$ cat config.mk
export PLATFORM = sky130hd
export DESIGN_NAME = low_power_wake_vectoring
export DESIGN_NICKNAME = d
export VERILOG_FILES = /design/src/lpw_pkg.sv /design/src/pin_sync3.sv /design/src/low_power_wake_vectoring.sv
export SDC_FILE = /design/constraint.sdc
export NUM_CORES = 1
export LEC_CHECK = 0
export BUFFER_PORTS_ARGS = -buffer_cell sky130_fd_sc_hd__buf_2
export CAP_MARGIN = 20
export CELL_PAD_IN_SITES_DETAIL_PLACEMENT = 2
export CELL_PAD_IN_SITES_GLOBAL_PLACEMENT = 2
export CORE_AREA = 2 2 128 130
export DETAILED_ROUTE_END_ITERATION = 12
export DIE_AREA = 0 0 130 132
export GPL_TIMING_DRIVEN = 1
export PLACE_DENSITY = 0.92
export RECOVER_POWER = 50
export SYNTH_ARGS = -nofsm -noshare
export SYNTH_HDL_FRONTEND = slang
export SYNTH_SLANG_ARGS = --single-unit
$ cat constraint.sdc
create_clock -name i_clk -period 10.6 [get_ports i_clk]
set_clock_uncertainty 0.05 [all_clocks]
set_input_delay 0.53 -clock i_clk [delete_from_list [all_inputs] [get_ports i_clk]]
set_output_delay 0.53 -clock i_clk [all_outputs]
set_load 0.005 [all_outputs]
$ cat src/lpw_pkg.sv
// Purpose: shared types and constants for the low-power wake and vectoring block
// Assumes: one clock, the oscillator reference clock, at 250 MHz
// Notes:   interrupt index order is also the fixed wake priority, index 0 highest
package lpw_pkg;

  // mode sequencer, one-hot
  typedef enum logic [6:0] {
    MODE_RUN      = 7'h01,
    MODE_WAIT     = 7'h02,
    MODE_STOP     = 7'h04,
    MODE_RECOVER  = 7'h08,
    MODE_FETCH_HI = 7'h10,
    MODE_FETCH_LO = 7'h20,
    MODE_CAPTURE  = 7'h40
  } mode_e_t;

  // interrupt source indices, lower index wins
  localparam int NUM_INT     = 17;
  localparam int IDX_BREAK   = 0;
  localparam int IDX_IRQ     = 1;
  localparam int IDX_CGU     = 2;
  localparam int IDX_T1_CH0  = 3;
  localparam int IDX_T1_CH1  = 4;
  localparam int IDX_T1_OVF  = 5;
  localparam int IDX_T2_CH0  = 6;
  localparam int IDX_T2_CH1  = 7;
  localparam int IDX_T2_OVF  = 8;
  localparam int IDX_SPI_RX  = 9;
  localparam int IDX_SPI_TX  = 10;
  localparam int IDX_SCI_ERR = 11;
  localparam int IDX_SCI_RX  = 12;
  localparam int IDX_SCI_TX  = 13;
  localparam int IDX_KBD     = 14;
  localparam int IDX_ADC     = 15;
  localparam int IDX_PWT     = 16;

  // vector pair addresses, the even byte is the high byte
  localparam logic [15:0] VEC_RESET = 16'hFFFE;
  localparam logic [15:0] VEC_BREAK = 16'hFFFC;
  localparam logic [15:0] VEC_IRQ   = 16'hFFFA;
  localparam logic [15:0] VEC_CGU   = 16'hFFF8;
  localparam logic [15:0] VEC_T1_CH0  = 16'hFFF6;
  localparam logic [15:0] VEC_T1_CH1  = 16'hFFF4;
  localparam logic [15:0] VEC_T1_OVF  = 16'hFFF2;
  localparam logic [15:0] VEC_T2_CH0  = 16'hFFF0;
  localparam logic [15:0] VEC_T2_CH1  = 16'hFFEE;
  localparam logic [15:0] VEC_T2_OVF  = 16'hFFEC;
  localparam logic [15:0] VEC_SPI_RX  = 16'hFFEA;
  localparam logic [15:0] VEC_SPI_TX  = 16'hFFE8;
  localparam logic [15:0] VEC_SCI_ERR = 16'hFFE6;
  localparam logic [15:0] VEC_SCI_RX  = 16'hFFE4;
  localparam logic [15:0] VEC_SCI_TX  = 16'hFFE2;
  localparam logic [15:0] VEC_KBD     = 16'hFFE0;
  localparam logic [15:0] VEC_ADC     = 16'hFFDE;
  localparam logic [15:0] VEC_PWT     = 16'hFFDC;

  localparam logic [NUM_INT-1:0][15:0] INT_VEC_TABLE = {
    VEC_PWT, VEC_ADC, VEC_KBD, VEC_SCI_TX, VEC_SCI_RX, VEC_SCI_ERR,
    VEC_SPI_TX, VEC_SPI_RX, VEC_T2_OVF, VEC_T2_CH1, VEC_T2_CH0,
    VEC_T1_OVF, VEC_T1_CH1, VEC_T1_CH0, VEC_CGU, VEC_IRQ, VEC_BREAK};

  // sources able to end stop mode: break, irq pin, keypad pin, periodic timer
  localparam logic [NUM_INT-1:0] STOP_WAKE_MASK = 17'h1_4003;

  // stop recovery hold-off, in reference clock cycles
  localparam int REC_LONG_CYC  = 4096;
  localparam int REC_SHORT_CYC = 32;
  localparam logic [11:0] REC_LONG_LOAD  = 12'(REC_LONG_CYC - 1);
  localparam logic [11:0] REC_SHORT_LOAD = 12'(REC_SHORT_CYC - 1);

  // reset values
  localparam logic       RST_INT_MASK = 1'b1;
  localparam logic       RST_PIN_IDLE = 1'b1;

  // module interrupt requests, each a level held by its source
  typedef struct packed {
    logic       break_req;
    logic       cgu_req;
    logic       kbd_req;
    logic [2:0] first_timer_req;     // 2 overflow, 1 channel 1, 0 channel 0
    logic [2:0] second_timer_req;     // 2 overflow, 1 channel 1, 0 channel 0
    logic [1:0] spi_req;      // 1 receiver, 0 transmitter
    logic [2:0] sci_req;      // 2 receive error, 1 receiver, 0 transmitter
    logic       adc_req;
    logic       wdog_timeout;
    logic       lvr_req;
  } wake_src_t;

  // vector fetch request to program memory
  typedef struct packed {
    logic        rd;
    logic [15:0] addr;
  } fetch_t;

endpackage : lpw_pkg

$ cat src/pin_sync3.sv
// Purpose: three-stage synchroniser with agreement filter for pin inputs
// Assumes: inputs asynchronous to i_clk
// Notes:   output changes only when stages two and three agree
`timescale 1ns/100ps
`default_nettype none

module pin_sync3 #(
  parameter int            W       = 1,
  parameter logic [W-1:0]  RST_VAL = '1
) (
  // clock and reset
  input  wire logic         i_clk,
  input  wire logic         i_rst_n,
  // pins and filtered levels
  input  wire logic [W-1:0] i_pin,
  output logic      [W-1:0] o_level
);

  typedef struct packed {
    logic [W-1:0] s1;
    logic [W-1:0] s2;
    logic [W-1:0] s3;
    logic [W-1:0] level;
  } sync_st_t;

  sync_st_t st_ff;
  sync_st_t nxt_st;

  always_comb
  begin
    nxt_st    = st_ff;
    nxt_st.s1 = i_pin;
    nxt_st.s2 = st_ff.s1;
    nxt_st.s3 = st_ff.s2;
    // s1 is seen by s2 alone
    for (int i = 0; i < W; i++)
    begin
      if (st_ff.s2[i] == st_ff.s3[i])
      begin
        nxt_st.level[i] = st_ff.s3[i];
      end
    end
  end

  always_ff @(posedge i_clk or negedge i_rst_n)
  begin
    if (!i_rst_n)
    begin
      st_ff <= {RST_VAL, RST_VAL, RST_VAL, RST_VAL};
    end
    else
    begin
      st_ff <= nxt_st;
    end
  end

  assign o_level = st_ff.level;

endmodule : pin_sync3

`default_nettype wire

$ cat src/low_power_wake_vectoring.sv
// Purpose: wake from wait and stop, stop recovery delay, and vector fetch into the program counter
// Assumes: vector memory returns i_vec_data one cycle after o_fetch.rd; module requests already enabled
// Notes:   config bits arrive as plain inputs; the periodic wake timer counter lives here
//
// Contract
// - wait-mode wake restarts CPU clock and loads reset or source vector
// - reset pin low resets, loads FFFE/FFFF, ends either low-power mode
// - falling edge on irq pin wakes from wait or stop, vector FFFA
// - break interrupt wakes from wait or stop, vector FFFC
// - watchdog timeout in wait resets, vector FFFE
// - low-voltage reset request resets from wait or stop, vector FFFE
// - clock generator request in wait wakes CPU, vector FFF8
// - keypad selects FFE0: module request in wait, pin falling edge in stop
// - first timer in wait: overflow FFF2, channel 1 FFF4, channel 0 FFF6
// - second timer in wait: overflow FFEC, channel 1 FFEE, channel 0 FFF0
// - SPI in wait: transmitter FFE8, receiver FFEA
// - SCI in wait: transmit FFE2, receive FFE4, receive error FFE6
// - ADC conversion complete in wait wakes CPU, vector FFDE
// - periodic wake timer request wakes from wait, vector FFDC
// - only reset, irq/keypad pin edge, low-voltage, break, periodic timer end stop
// - periodic wake timer interrupts on counter rollover in stop only with osc_run_in_stop, vector FFDC
// - after stop exit, 12-bit counter holds system clocks off 4096 cycles
// - short recovery select shortens stop hold-off to 32 cycles
// - entering wait/stop clears interrupt mask; reset exit sets it
// - timer and clock generator clocks run in stop only with osc_run_in_stop
`timescale 1ns/100ps
`default_nettype none

module low_power_wake_vectoring #(
  parameter int KBD_PINS = 8,
  parameter int PWT_W    = 15
) (
  // clock and reset
  input  wire logic                      i_clk,
  input  wire logic                      i_reset_n,
  // pins, asynchronous
  input  wire logic                      i_reset_pin_n,
  input  wire logic                      i_irq_pin_n,
  input  wire logic [KBD_PINS-1:0]       i_kbd_pin_n,
  // configuration levels
  input  wire logic [KBD_PINS-1:0]       i_kbd_pin_en,
  input  wire logic                      i_short_recovery_select,
  input  wire logic                      i_osc_run_in_stop,
  input  wire logic                      i_pwt_enable,
  // CPU core
  input  wire logic                      i_wait_req,
  input  wire logic                      i_stop_req,
  input  wire logic [7:0]                i_vec_data,
  input  wire lpw_pkg::wake_src_t        i_src,
  output lpw_pkg::fetch_t                o_fetch,
  output logic      [15:0]               o_pc,
  output logic                           o_pc_load,
  output logic                           o_int_mask,
  output logic                           o_core_reset,
  // clock gates and status
  output logic                           o_cpu_clk_en,
  output logic                           o_sys_clk_en,
  output logic                           o_aux_clk_en,
  output logic                           o_pwt_irq,
  output logic                           o_low_power
);

  typedef struct packed {
    lpw_pkg::mode_e_t     mode;
    logic [11:0]          rec_cnt;
    logic [15:0]          vec;
    logic                 is_reset;
    logic [7:0]           hi;
    logic [15:0]          pc;
    logic                 pc_load;
    logic                 int_mask;
    lpw_pkg::fetch_t      fetch;
    logic                 irq_prev;
    logic [KBD_PINS-1:0]  kbd_prev;
    logic                 irq_pend;
    logic                 kbd_pin_pend;
    logic                 pwt_pend;
    logic [PWT_W-1:0]     pwt_cnt;
  } lpw_st_t;

  localparam logic [PWT_W-1:0] PWT_TERM = '1;

  logic                     rst_meta_ff;
  logic                     rst_n;
  logic                     rst_pin_lvl;
  logic                     irq_lvl;
  logic [KBD_PINS-1:0]      kbd_lvl;
  lpw_st_t                  st_ff;
  lpw_st_t                  nxt_st;
  logic                     in_stop;
  logic                     irq_fall;
  logic                     kbd_fall;
  logic                     pwt_run;
  logic                     pwt_roll;
  logic                     reset_src;
  logic [lpw_pkg::NUM_INT-1:0] int_req;
  logic [lpw_pkg::NUM_INT-1:0] wake_req;
  logic                     any_wake;
  logic [4:0]               sel_idx;
  logic [15:0]              sel_vec;

  // reset release through two flops
  always_ff @(posedge i_clk or negedge i_reset_n)
  begin
    if (!i_reset_n)
    begin
      rst_meta_ff <= 1'b0;
      rst_n       <= 1'b0;
    end
    else
    begin
      rst_meta_ff <= 1'b1;
      rst_n       <= rst_meta_ff;
    end
  end

  pin_sync3 #(
    .W       (2 + KBD_PINS),
    .RST_VAL ({(2 + KBD_PINS){lpw_pkg::RST_PIN_IDLE}})
  ) u_pin_sync (
    .i_clk   (i_clk),
    .i_rst_n (rst_n),
    .i_pin   ({i_reset_pin_n, i_irq_pin_n, i_kbd_pin_n}),
    .o_level ({rst_pin_lvl, irq_lvl, kbd_lvl})
  );

  assign in_stop  = (st_ff.mode == lpw_pkg::MODE_STOP) || (st_ff.mode == lpw_pkg::MODE_RECOVER);
  assign irq_fall = st_ff.irq_prev & ~irq_lvl;
  assign kbd_fall = |(st_ff.kbd_prev & ~kbd_lvl & i_kbd_pin_en);
  // timer freezes in stop unless the oscillator is kept alive
  assign pwt_run  = i_pwt_enable & (~in_stop | i_osc_run_in_stop);
  assign pwt_roll = pwt_run & (st_ff.pwt_cnt == PWT_TERM);

  // watchdog clock is off in stop, so its timeout only counts outside stop
  assign reset_src = ~rst_pin_lvl | i_src.lvr_req
                   | (i_src.wdog_timeout & ~in_stop);

  always_comb
  begin
    int_req                       = '0;
    int_req[lpw_pkg::IDX_BREAK]   = i_src.break_req;
    int_req[lpw_pkg::IDX_IRQ]     = st_ff.irq_pend;
    int_req[lpw_pkg::IDX_CGU]     = i_src.cgu_req;
    int_req[lpw_pkg::IDX_T1_CH0]  = i_src.first_timer_req[0];
    int_req[lpw_pkg::IDX_T1_CH1]  = i_src.first_timer_req[1];
    int_req[lpw_pkg::IDX_T1_OVF]  = i_src.first_timer_req[2];
    int_req[lpw_pkg::IDX_T2_CH0]  = i_src.second_timer_req[0];
    int_req[lpw_pkg::IDX_T2_CH1]  = i_src.second_timer_req[1];
    int_req[lpw_pkg::IDX_T2_OVF]  = i_src.second_timer_req[2];
    int_req[lpw_pkg::IDX_SPI_RX]  = i_src.spi_req[1];
    int_req[lpw_pkg::IDX_SPI_TX]  = i_src.spi_req[0];
    int_req[lpw_pkg::IDX_SCI_ERR] = i_src.sci_req[2];
    int_req[lpw_pkg::IDX_SCI_RX]  = i_src.sci_req[1];
    int_req[lpw_pkg::IDX_SCI_TX]  = i_src.sci_req[0];
    int_req[lpw_pkg::IDX_KBD]     = in_stop ? st_ff.kbd_pin_pend
                                            : (i_src.kbd_req | st_ff.kbd_pin_pend);
    int_req[lpw_pkg::IDX_ADC]     = i_src.adc_req;
    int_req[lpw_pkg::IDX_PWT]     = st_ff.pwt_pend;
  end

  // module requests other than break cannot end stop, their clocks are gone
  assign wake_req = in_stop ? (int_req & lpw_pkg::STOP_WAKE_MASK) : int_req;
  assign any_wake = |wake_req;

  // scan from lowest priority so the lowest index is left selected
  always_comb
  begin
    sel_idx = 5'd0;
    for (int i = lpw_pkg::NUM_INT - 1; i >= 0; i--)
    begin
      if (wake_req[i])
      begin
        sel_idx = 5'(i);
      end
    end
    sel_vec = lpw_pkg::INT_VEC_TABLE[sel_idx];
  end

  always_comb
  begin
    nxt_st            = st_ff;
    nxt_st.pc_load    = 1'b0;
    nxt_st.irq_prev   = irq_lvl;
    nxt_st.kbd_prev   = kbd_lvl;
    nxt_st.pwt_cnt    = pwt_run ? st_ff.pwt_cnt + 1'b1 : st_ff.pwt_cnt;

    unique case (st_ff.mode)
      lpw_pkg::MODE_RUN:
      begin
        if (reset_src)
        begin
          nxt_st.mode     = lpw_pkg::MODE_FETCH_HI;
          nxt_st.vec      = lpw_pkg::VEC_RESET;
          nxt_st.is_reset = 1'b1;
          nxt_st.fetch    = '{rd: 1'b1, addr: lpw_pkg::VEC_RESET};
        end
        else if (i_stop_req)
        begin
          nxt_st.mode     = lpw_pkg::MODE_STOP;
          nxt_st.int_mask = 1'b0;
        end
        else if (i_wait_req)
        begin
          nxt_st.mode     = lpw_pkg::MODE_WAIT;
          nxt_st.int_mask = 1'b0;
        end
      end
      lpw_pkg::MODE_WAIT:
      begin
        if (reset_src || any_wake)
        begin
          nxt_st.mode     = lpw_pkg::MODE_FETCH_HI;
          nxt_st.is_reset = reset_src;
          nxt_st.vec      = reset_src ? lpw_pkg::VEC_RESET : sel_vec;
          nxt_st.fetch    = '{rd: 1'b1, addr: reset_src ? lpw_pkg::VEC_RESET : sel_vec};
        end
      end
      lpw_pkg::MODE_STOP:
      begin
        if (reset_src || any_wake)
        begin
          nxt_st.mode     = lpw_pkg::MODE_RECOVER;
          nxt_st.is_reset = reset_src;
          nxt_st.vec      = reset_src ? lpw_pkg::VEC_RESET : sel_vec;
          nxt_st.rec_cnt  = i_short_recovery_select ? lpw_pkg::REC_SHORT_LOAD
                                                    : lpw_pkg::REC_LONG_LOAD;
        end
      end
      lpw_pkg::MODE_RECOVER:
      begin
        // a reset during hold-off upgrades the vector, the count runs on
        if (reset_src)
        begin
          nxt_st.is_reset = 1'b1;
          nxt_st.vec      = lpw_pkg::VEC_RESET;
        end
        if (st_ff.rec_cnt == 12'h000)
        begin
          nxt_st.mode  = lpw_pkg::MODE_FETCH_HI;
          nxt_st.fetch = '{rd: 1'b1, addr: reset_src ? lpw_pkg::VEC_RESET : st_ff.vec};
        end
        else
        begin
          nxt_st.rec_cnt = st_ff.rec_cnt - 12'h001;
        end
      end
      lpw_pkg::MODE_FETCH_HI:
      begin
        nxt_st.mode  = lpw_pkg::MODE_FETCH_LO;
        nxt_st.fetch = '{rd: 1'b1, addr: {st_ff.vec[15:1], 1'b1}};
      end
      lpw_pkg::MODE_FETCH_LO:
      begin
        nxt_st.mode  = lpw_pkg::MODE_CAPTURE;
        nxt_st.hi    = i_vec_data;
        nxt_st.fetch = '{rd: 1'b0, addr: st_ff.fetch.addr};
      end
      lpw_pkg::MODE_CAPTURE:
      begin
        nxt_st.mode     = lpw_pkg::MODE_RUN;
        nxt_st.pc       = {st_ff.hi, i_vec_data};
        nxt_st.pc_load  = 1'b1;
        nxt_st.is_reset = 1'b0;
        if (st_ff.is_reset)
        begin
          nxt_st.int_mask = 1'b1;
        end
      end
    endcase

    // edge latches: a new edge in the clearing cycle keeps the flag set
    if (st_ff.mode == lpw_pkg::MODE_WAIT || st_ff.mode == lpw_pkg::MODE_STOP)
    begin
      if (!reset_src && any_wake && sel_idx == 5'(lpw_pkg::IDX_IRQ))
      begin
        nxt_st.irq_pend = 1'b0;
      end
      if (!reset_src && any_wake && sel_idx == 5'(lpw_pkg::IDX_KBD))
      begin
        nxt_st.kbd_pin_pend = 1'b0;
      end
      if (!reset_src && any_wake && sel_idx == 5'(lpw_pkg::IDX_PWT))
      begin
        nxt_st.pwt_pend = 1'b0;
      end
    end
    if (irq_fall)
    begin
      nxt_st.irq_pend = 1'b1;
    end
    if (kbd_fall)
    begin
      nxt_st.kbd_pin_pend = 1'b1;
    end
    if (pwt_roll)
    begin
      nxt_st.pwt_pend = 1'b1;
    end
  end

  always_ff @(posedge i_clk or negedge rst_n)
  begin
    if (!rst_n)
    begin
      st_ff          <= '0;
      st_ff.mode     <= lpw_pkg::MODE_RUN;
      st_ff.int_mask <= lpw_pkg::RST_INT_MASK;
      st_ff.irq_prev <= lpw_pkg::RST_PIN_IDLE;
      st_ff.kbd_prev <= {KBD_PINS{lpw_pkg::RST_PIN_IDLE}};
    end
    else
    begin
      st_ff <= nxt_st;
    end
  end

  assign o_fetch      = st_ff.fetch;
  assign o_pc         = st_ff.pc;
  assign o_pc_load    = st_ff.pc_load;
  assign o_int_mask   = st_ff.int_mask;
  assign o_core_reset = st_ff.is_reset;
  assign o_pwt_irq    = st_ff.pwt_pend;
  assign o_cpu_clk_en = (st_ff.mode == lpw_pkg::MODE_RUN);
  assign o_sys_clk_en = ~in_stop;
  assign o_aux_clk_en = ~in_stop | i_osc_run_in_stop;
  assign o_low_power  = (st_ff.mode == lpw_pkg::MODE_WAIT) | in_stop;

  logic [11:0] rec_cyc_ff;
  logic        rec_short_ff;

  always_ff @(posedge i_clk or negedge rst_n)
  begin
    if (!rst_n)
    begin
      rec_cyc_ff   <= 12'h000;
      rec_short_ff <= 1'b0;
    end
    else if (st_ff.mode == lpw_pkg::MODE_RECOVER)
    begin
      rec_cyc_ff <= rec_cyc_ff + 12'h001;
    end
    else
    begin
      rec_cyc_ff   <= 12'h000;
      rec_short_ff <= i_short_recovery_select;
    end
  end
endmodule : low_power_wake_vectoring

`default_nettype wire

Yosys cells after proc, flatten, opt, wreduce, memory -nomap -nowiden --
Memories as Yosys holds them, arrays and structs flattened. Index checks and enable logic that the tools add are counted.
Storage, ports and cells: bits of input ports 50, output and inout bits 41, memories kept 1, flip-flop bits (word level) 148, logic and storage cells 169, bits in read-only memories 512
Cells by class: eq/ne operators 31, $add $sub $neg 2, reductions and logical operators 34, muxes and demuxes 53, magnitude comparators 1, bitwise logic cells 16
Memory list:
- (no name shown) | words 32, width 16, rd ports 1, clocked after Yosys merged registers in 0, wr ports 0, line low_power_wake_vectoring.sv:176 | sel_vec = lpw_pkg::INT_VEC_TABLE[sel_idx];
Operator list (number):
- $mux 17 | 5
- $mux 5 | 17
- $pmux 17 s5 | 1
- $mux 16 | 4
- $pmux 7 s7 | 1
- $pmux 16 s3 | 1
- $mux 36 | 1
- $mux 7 | 5
- $mux 12 | 2
- $pmux 12 s2 | 1
- $reduce_and 4->1 | 5
- $reduce_or 17->1 | 1
- $and 8x8->8 | 2
- $reduce_bool 2->1 | 8
- $add 15x1->15 const B | 1
- $eq 15x15->1 const B | 1
- $logic_not 12->1 | 1
- $mux 1 | 12
- $sub 12x1->12 const B | 1
- $eq 1x1->1 | 10
- $ne 2x2->1 const B | 5
- $not 8->8 | 1
- $reduce_bool 4->1 | 2
- $reduce_or 8->1 | 1
- 29 further kinds | 48

Logic depth before layout (Yosys ltp) --
Gate-level depths: netlist of the first run.
word-level depth 25, depth in mapped cells 14, gate-level depth less buffers 12

Modules after synthesis --
From an unflattened synthesis of the first run, not the netlist that was laid out.
Unflattened totals: cell total of the unflattened synthesis 558, area total of the unflattened synthesis 5855.6 µm²
By module, submodules not included:
- low_power_wake_vectoring | instances 1, seq. area each 2240.9 µm², cells each 498, area each 4616.9 µm²
- pin_sync3 | instances 1, seq. area each 1051.0 µm², cells each 60, area each 1238.7 µm²

Worst setup path before layout of the first run --
OpenSTA, ideal clock, no wires.
path type reg-to-reg, from register st_ff[104] in the netlist's numbering, to register st_ff[75] in the netlist's numbering, library setup time 0.125 ns, required time 10.425 ns, buffers on the path 2, period minus slack after synthesis 3.353 ns, arrival time 3.178 ns, cell stages (with the launch flop) 14, slack 7.247 ns, cells stage by stage dfrtp_1 > or4_1 > buf_4 > nor3_4 > buf_2 > o22ai_1 > a21oi_1 > o221a_2 > ha_1 > nand3_1 > a211oi_1 > a221oi_1 > or3_1 > mux2_2
Between the ends: cells in the longest elaborated chain, start to end 24, elaborated cells on any way between the ends 40, those cells by class eq/ne (7); mux (23); bitwise (3); reduce/logical (6); memory (1)
Ends and longest elaborated chain:
- start: declaration | line low_power_wake_vectoring.sv:88 | lpw_st_t st_ff;
- start signal: assignment | line low_power_wake_vectoring.sv:313 | st_ff <= nxt_st;
- $eq 7x3->1 or $eq 7x4->1 (tied branches) | line low_power_wake_vectoring.sv:127, low_power_wake_vectoring.sv:187
- $logic_or 1x1->1 | line low_power_wake_vectoring.sv:127 | assign in_stop = (st_ff.mode == lpw_pkg::MODE_STOP) || (st_ff.mode == lpw_pkg::MODE_RECOVER);
- $mux 16 or $mux 1 (tied branches) | line low_power_wake_vectoring.sv:162, low_power_wake_vectoring.sv:155
- $mux 5 or $mux 16 (tied branches) | line low_power_wake_vectoring.sv:171, low_power_wake_vectoring.sv:162
- $mux 5 (15 in a row) | line low_power_wake_vectoring.sv:171 | if (wake_req[i])
- $mem_v2 32x16
- $mux 16 (not written as such) | line low_power_wake_vectoring.sv:176
- $mux 16 | line low_power_wake_vectoring.sv:214, low_power_wake_vectoring.sv:224
- $mux 36 or $mux 17 (tied branches) | line low_power_wake_vectoring.sv:220, low_power_wake_vectoring.sv:210
- $pmux 16 s3 | line low_power_wake_vectoring.sv:187 | unique case (st_ff.mode)
Several ways; a longest one is shown, not always the timed one. The select of a mux whose other input is x is not followed. A chain may end at the register's enable or synchronous reset.

==> results of run 1 <==
[cells in the final DEF, fill, tap and decap left out, drive strengths merged, types with 4 or more instances in the layout]
cell,n
maj3,10
nand2b,5
nor2,32
a21oi,22
inv,19
clkinv,6
o21ai,27
a2bb2oi,4
bufinv,4
nor3,16
nor4,10
buf,72
or3,6
nand4,5
o22ai,6
nand2,104
nand3,14
ha,7
o31ai,7
dfstp,51
and3,10
xnor2,11
a31oi,4
o21a,4
clkbuf,39
o211ai,5
dfrtp,78
mux2,6
xor2,9
[logic make-up after synthesis]
group | Yosys count
AOI/OAI and AO/OA | 108
buffers and inverters | 67
other | 1
DFF | 129
xor gates and xnor gates | 20
adders and majority gates | 17
muxes | 7
and+or+nand+nor | 226
[synthesized netlist by cell type, types with 7 or more instances]
| library cell | number | area share, % |
|---|---|---|
| and3_1 | 10 | 1.0 |
| dfrtp_1 | 78 | 32 |
| xor2_1 | 9 | 1.3 |
| ha_1 | 7 | 1.5 |
| inv_1 | 15 | 0.93 |
| maj3_1 | 10 | 1.7 |
| nor3_1 | 15 | 1.2 |
| dfstp_2 | 51 | 22 |
| buf_4 | 34 | 4.2 |
| clkbuf_1 | 8 | 0.50 |
| nor2_1 | 31 | 1.9 |
| nand2_1 | 103 | 6.4 |
| a21oi_1 | 21 | 1.7 |
| nand3_1 | 14 | 1.2 |
| o21ai_0 | 24 | 2.0 |
| o31ai_1 | 7 | 0.87 |
| xnor2_1 | 11 | 1.6 |
| nor4_1 | 7 | 0.73 |
| buf_2 | 7 | 0.58 |
[registers in the layout, summed over array words and instances, names as in the netlist]
register and flops:
u_pin_sync.nxt_st 20, st_ff 58, o_pc 16, o_fetch 8
o_pc_load 1, u_pin_sync.st_ff 10, o_pwt_irq 1, rst_meta_ff 1
u_pin_sync.o_level 10, o_core_reset 1, rst_n 1, int_req 1
o_int_mask 1
[cell type report]
type / count / area [um2]
timing repair buffer: 93 / 448
inverter: 18 / 67.6
fill: 1677 / 8660
multi-input combinational: 379 / 2340
sequential: 129 / 3290
clock inverter: 13 / 184
tap: 216 / 270
clock buffer: 19 / 443
[metrics by stage]
step	instance area, um2	setup WS, ns	utilization [%]
finish	7050	4.93	44.9
CTS	7070	6.57	45.0
global placement	6430	6.92	41.0
floorplan	6020	6.78	-
global route	7050	3.81	44.9
detailed placement	6430	6.70	41.0
[metal layers]
metal  routed length (um)  global-route usage (%)  share of wire (%)  vias to the layer above
met2                 9930                    39.9                 53                      123
met5                    0                       0                  0                        -
met1                 7490                    27.3                 40                     2446
li1                     -                       -                  -                     2121
met4                  569                    10.2                3.0                        0
met3                  710                    5.15                3.8                       44
[worst max-delay path by stage]
stage	from	to	slack (ns)	depth (start not counted)
floorplan	rst_n	int_req[1]	6.78	0
global placement	st_ff[104]	st_ff[75]	6.92	11
detailed placement	st_ff[104]	st_ff[75]	6.70	11
CTS	st_ff[104]	st_ff[75]	6.57	11
global route	rst_n	st_ff[6]	3.81	1
finish	rst_n	st_ff[75]	4.93	1
[report_power, final]
part / internal, uW / switching, uW
Sequential: 627 / 114
Combinational: 209 / 296
Clock: 400 / 234
[what timing repair did]
item                                    CTS  global route
endpoints found under the setup margin    0             0
hold endpoints to repair                  2             0
hold buffers                              1             0
==> impl_metrics.tcl, run 1 <==
set metrics [dict create \
    outcome "finished, violations left" \
    violations "capacitance limit, slew limit" \
    synthXorXnorAreaFrac_pct 2.91 \
    fin_cells 867 \
    power_uw 1880 \
    synth.distinct_cells 76 \
    dp_cells 833 \
    place_hpwl_mm 12.4 \
    rsz0062_at_grt "no" \
    dieArea_um2 17200 \
    ant_nets 0 \
    power.density_nw_per_um2 267 \
    r2r_cells 1 \
    grt_max_degree 81 \
    final_hold_viol_count 0 \
    synth_compound_area_share_pct 12.7 \
    wire_per_inst_um 21.6 \
    cts_buffers 17 \
    synthCells 575 \
    port-buffer-count 90 \
    critical_path_arrival_ns 5.16 \
    synthSimpleGateAreaFrac_pct 18.6 \
    routed_via_density 5.46 \
    syn-cell-area_um2 6020 \
    hold_slack_ns 0.147 \
    cap_violations 2 \
    drive_above_1_share_pct 24.4 \
    cp_max_fo 80 \
    gr-total-overflow 0 \
    hold_path_class "in -> reg" \
    antenna_found_initial 0 \
    gp_congestion 0.858 \
    hold_end "u_pin_sync.nxt_st[29]" \
    cp.required_ns 10.10 \
    clk_latency_ns 0.43 \
    grt_pass1_vias 5444 \
    route.detailed.drc 0 \
    synth_top_family_by_area "simple AND/OR/NAND/NOR gates" \
    muxShareOfSynthArea_pct 1.47 \
    hp-start "i_reset_pin_n" \
    avgSynthCellArea_um2 10.5 \
    r2r_setup_slack_ns 4.93 \
    ys.flop_type "dfrtp_1" \
    drv_slew 130 \
    core_area_um2 15700 \
    p_leak_uw 0.00305 \
    path_clk_slew_ns 0.06 \
    worstSetupPathType "reg -> async" \
    final_nets 695 \
    grt_pass1_wl_mm 30.3 \
    cts_tree "yes" \
    hold_depth 1 \
    synthArstFlopShare_pct 100 \
    clk_path_buf_depth 2 \
    reg2reg_from "rst_n" \
    ys_seq_elements 129 \
    drt_iter0_drc 203 \
    crit_chain "clkbuf_1" \
    synth_seq_area_share_pct 54.7 \
    cts_htree_levels 4 \
    pin_count 91 \
    fin_crit_sh_pct 53.5 \
    synthAdderAreaFrac_pct 3.12 \
    synth_fp_nets 632 \
    slew_headroom_pct -180 \
    worst_path_dominant_cell_family "buffers and inverters" \
    chipWidth_um 130 \
    dr.pass1.iters 4 \
    critPathSlowestCell "clkbuf_1" \
    min_period_ns 5.67 \
    synthToLayoutAreaGrowth_pct 17.0 \
    clock-root-buffer "clkbuf_16" \
    path_buf_inv 1 \
    initial_core_util_pct 38.3 \
    cts_resized 0 \
    fp.dieH_um 132 \
    routed_wl_mm 18.7 \
    cp-end-kind "async pin" \
    worstReg2RegEnd "st_ff[75]" \
    cts_sinks 129 \
    antenna_cells 0 \
    rows 46 \
    irDropWorstVdd_mv 0.118 \
    yosys_warnings 0 \
    via_count 4734 \
    fin_tns_setup_ns 0 \
    synth_edf_count 0 \
    grt_use_total_pct 23.1 \
    postCtsSetupBuffers 0 \
    clock.fmax_mhz 176 \
    finalSetupViolations 0 \
    startpoint_type "flip-flop" \
    worst_pin_slew_ns 4.20 \
    crit_path_max_incr_delay_ns 3.06 \
]
No activity file was read; power rests on OpenSTA's default activity.
==> inputs of run 2 (changes only) <==
- CORE_AREA: 2 2 128 130 -> 2 2 139 141
- DIE_AREA: 0 0 130 132 -> 0 0 141 143
- PLACE_DENSITY: 0.92 -> 0.84
- clock period: 10.6 -> 4.6 ns (I/O delays scaled with it)
==> run 2 against run 1 <==
The run still ends with capacitance limit, slew limit left. Count of clock-buffer cells in the layout is 2 higher. Setup slack worse by 4.5 ns. Cell area is 2.5% higher.
==> impl_metrics.tcl, run 2 (synthesis results as in run 1) <==
set metrics [dict create \
    port-buffer-count 90 \
    path_clk_slew_ns 0.06 \
    gp_congestion 0.808 \
    cts_tree "yes" \
    critPathSlowestCell "or4_1" \
    cts_buffers 17 \
    cts_sinks 129 \
    clk_path_buf_depth 2 \
    cp-end-kind "flip-flop" \
    layout_setup_ws_ns 0.427 \
    gr-total-overflow 0 \
    finalSetupViolations 0 \
    final_hold_viol_count 0 \
    dr.pass1.iters 5 \
    fin_cells 905 \
    worst_pin_slew_ns 2.58 \
    fin_tns_setup_ns 0 \
    grt_use_total_pct 18.7 \
    clock.fmax_mhz 240 \
    violations "capacitance limit, slew limit" \
    routed_via_density 5.19 \
    cp.required_ns 4.85 \
    via_count 4698 \
    largest-register "st_ff" \
    pin_count 91 \
    fin_crit_sh_pct 90.7 \
    path_buf_inv 0 \
    startpoint_type "flip-flop" \
    cts_htree_levels 4 \
    irDropWorstVdd_mv 0.275 \
    antenna_found_initial 1 \
    slew_headroom_pct -72.3 \
    mostFrequentLayoutCell "nand2_1" \
    swShare_pct 34.2 \
    cp_max_fo 14 \
    seq_power_share_pct 40.2 \
    fp.dieH_um 143 \
    min_period_ns 4.17 \
    critical_path_arrival_ns 4.42 \
    dp_cells 853 \
    rsz0062_at_grt "no" \
    largest_reg_flops 58 \
    postCtsSetupBuffers 0 \
    p_switching_uw 1440 \
    cap_violations 2 \
    routed_wl_mm 17.6 \
    power.density_nw_per_um2 583 \
    drv_slew 129 \
    initial_core_util_pct 32.4 \
    dieArea_um2 20200 \
    crit_path_max_incr_delay_ns 0.75 \
    p_int_uw 2770 \
    pre_cts_ws_ns 0.589 \
    wire_per_inst_um 19.4 \
    place_hpwl_mm 12.1 \
    final_cell_mix "nand2_1 (103), dfrtp_1 (77), buf_2 (70)" \
    grt_pass1_wl_mm 29.4 \
    drt_iter0_drc 227 \
    pwr-share-comb_pct 27.4 \
    ant_nets 0 \
    grt_pass1_vias 5324 \
    p_leak_uw 0.00310 \
    clk_latency_ns 0.42 \
    route.detailed.drc 0 \
    final_nets 714 \
    worstSetupPathType "reg -> reg" \
    synthToLayoutAreaGrowth_pct 19.9 \
    n_fill_cell 1972 \
    rows 50 \
    drive_above_1_share_pct 23.7 \
    clock-root-buffer "clkbuf_16" \
    power_uw 4210 \
    chipWidth_um 141 \
    crit_chain "or4_1 > nor3_4 > o22ai_1 > a21oi_1 > o221a_2 > ha_1 > nand3_1 > a211oi_1 > a221oi_1 > or3_1 > mux2_2" \
    outcome "finished, violations left" \
    grt_max_degree 80 \
    core_area_um2 18600 \
    power_frac_clock_pct 32.4 \
    worst_path_dominant_cell_family "simple AND/OR/NAND/NOR gates" \
    hold_path_class "in -> async" \
]
## run 2: what timing repair did
action                    in CTS  in global routing
hold endpoints to repair      28                  0
resized for setup              0                  0
hold buffers                  19                  0
## run 2: metal layers
| metal | part of all wire, % | GRT usage (%) | up-vias |
|---|---|---|---|
| met4 | 0.98 | 5.53 | 0 |
| met3 | 2.8 | 3.89 | 17 |
| met5 | 0 | 0 | - |
| met2 | 53 | 33.1 | 84 |
| met1 | 44 | 23.0 | 2445 |
| li1 | - | - | 2152 |
## run 2: final cells by class
cell class	instances	area, um2	area share, %
flip-flops and latches	129	3300	45.6
multi-input cells	379	2340	32.4
repair buffers	112	632	8.75
clock buffers	21	460	6.37
well taps	234	293	4.05
clock inverters	11	130	1.80
inverters	18	67.6	0.935
diodes	1	2.50	0.0346
## run 2: final timing paths
path,startpoint,end,slack [ns],cells after the start
worst max-delay path,st_ff[104],st_ff[75],0.43,11
worst min-delay path,i_reset_n,rst_n,0.07,2
worst max register to register,st_ff[104],st_ff[75],0.43,11
worst min register to register,u_pin_sync.nxt_st[20],u_pin_sync.nxt_st[10],0.31,0
max in group asynchronous,rst_n,st_ff[88],1.85,1
min in group i_clk,i_stop_req,st_ff[100],0.11,3
## run 2: power by group through the flow
stage | clock, uW | sequential, uW | combinational (uW)
floorplan | 0 | 1640 | 935
global placement | 0 | 1670 | 1080
detailed placement | 0 | 1710 | 1150
CTS | 1390 | 1700 | 1190
global route | 1450 | 1740 | 1310
finish | 1360 | 1690 | 1160
## run 2: metrics by stage
step	cell area [um2]	hold WS [ns]	utilization [%]
finish	7220	0.0705	38.9
global placement	6470	-0.0340	34.8
CTS	7250	0.0430	39.0
floorplan	6020	-0.116	-
global route	7220	0.0632	38.9
detailed placement	6470	-0.0314	34.8
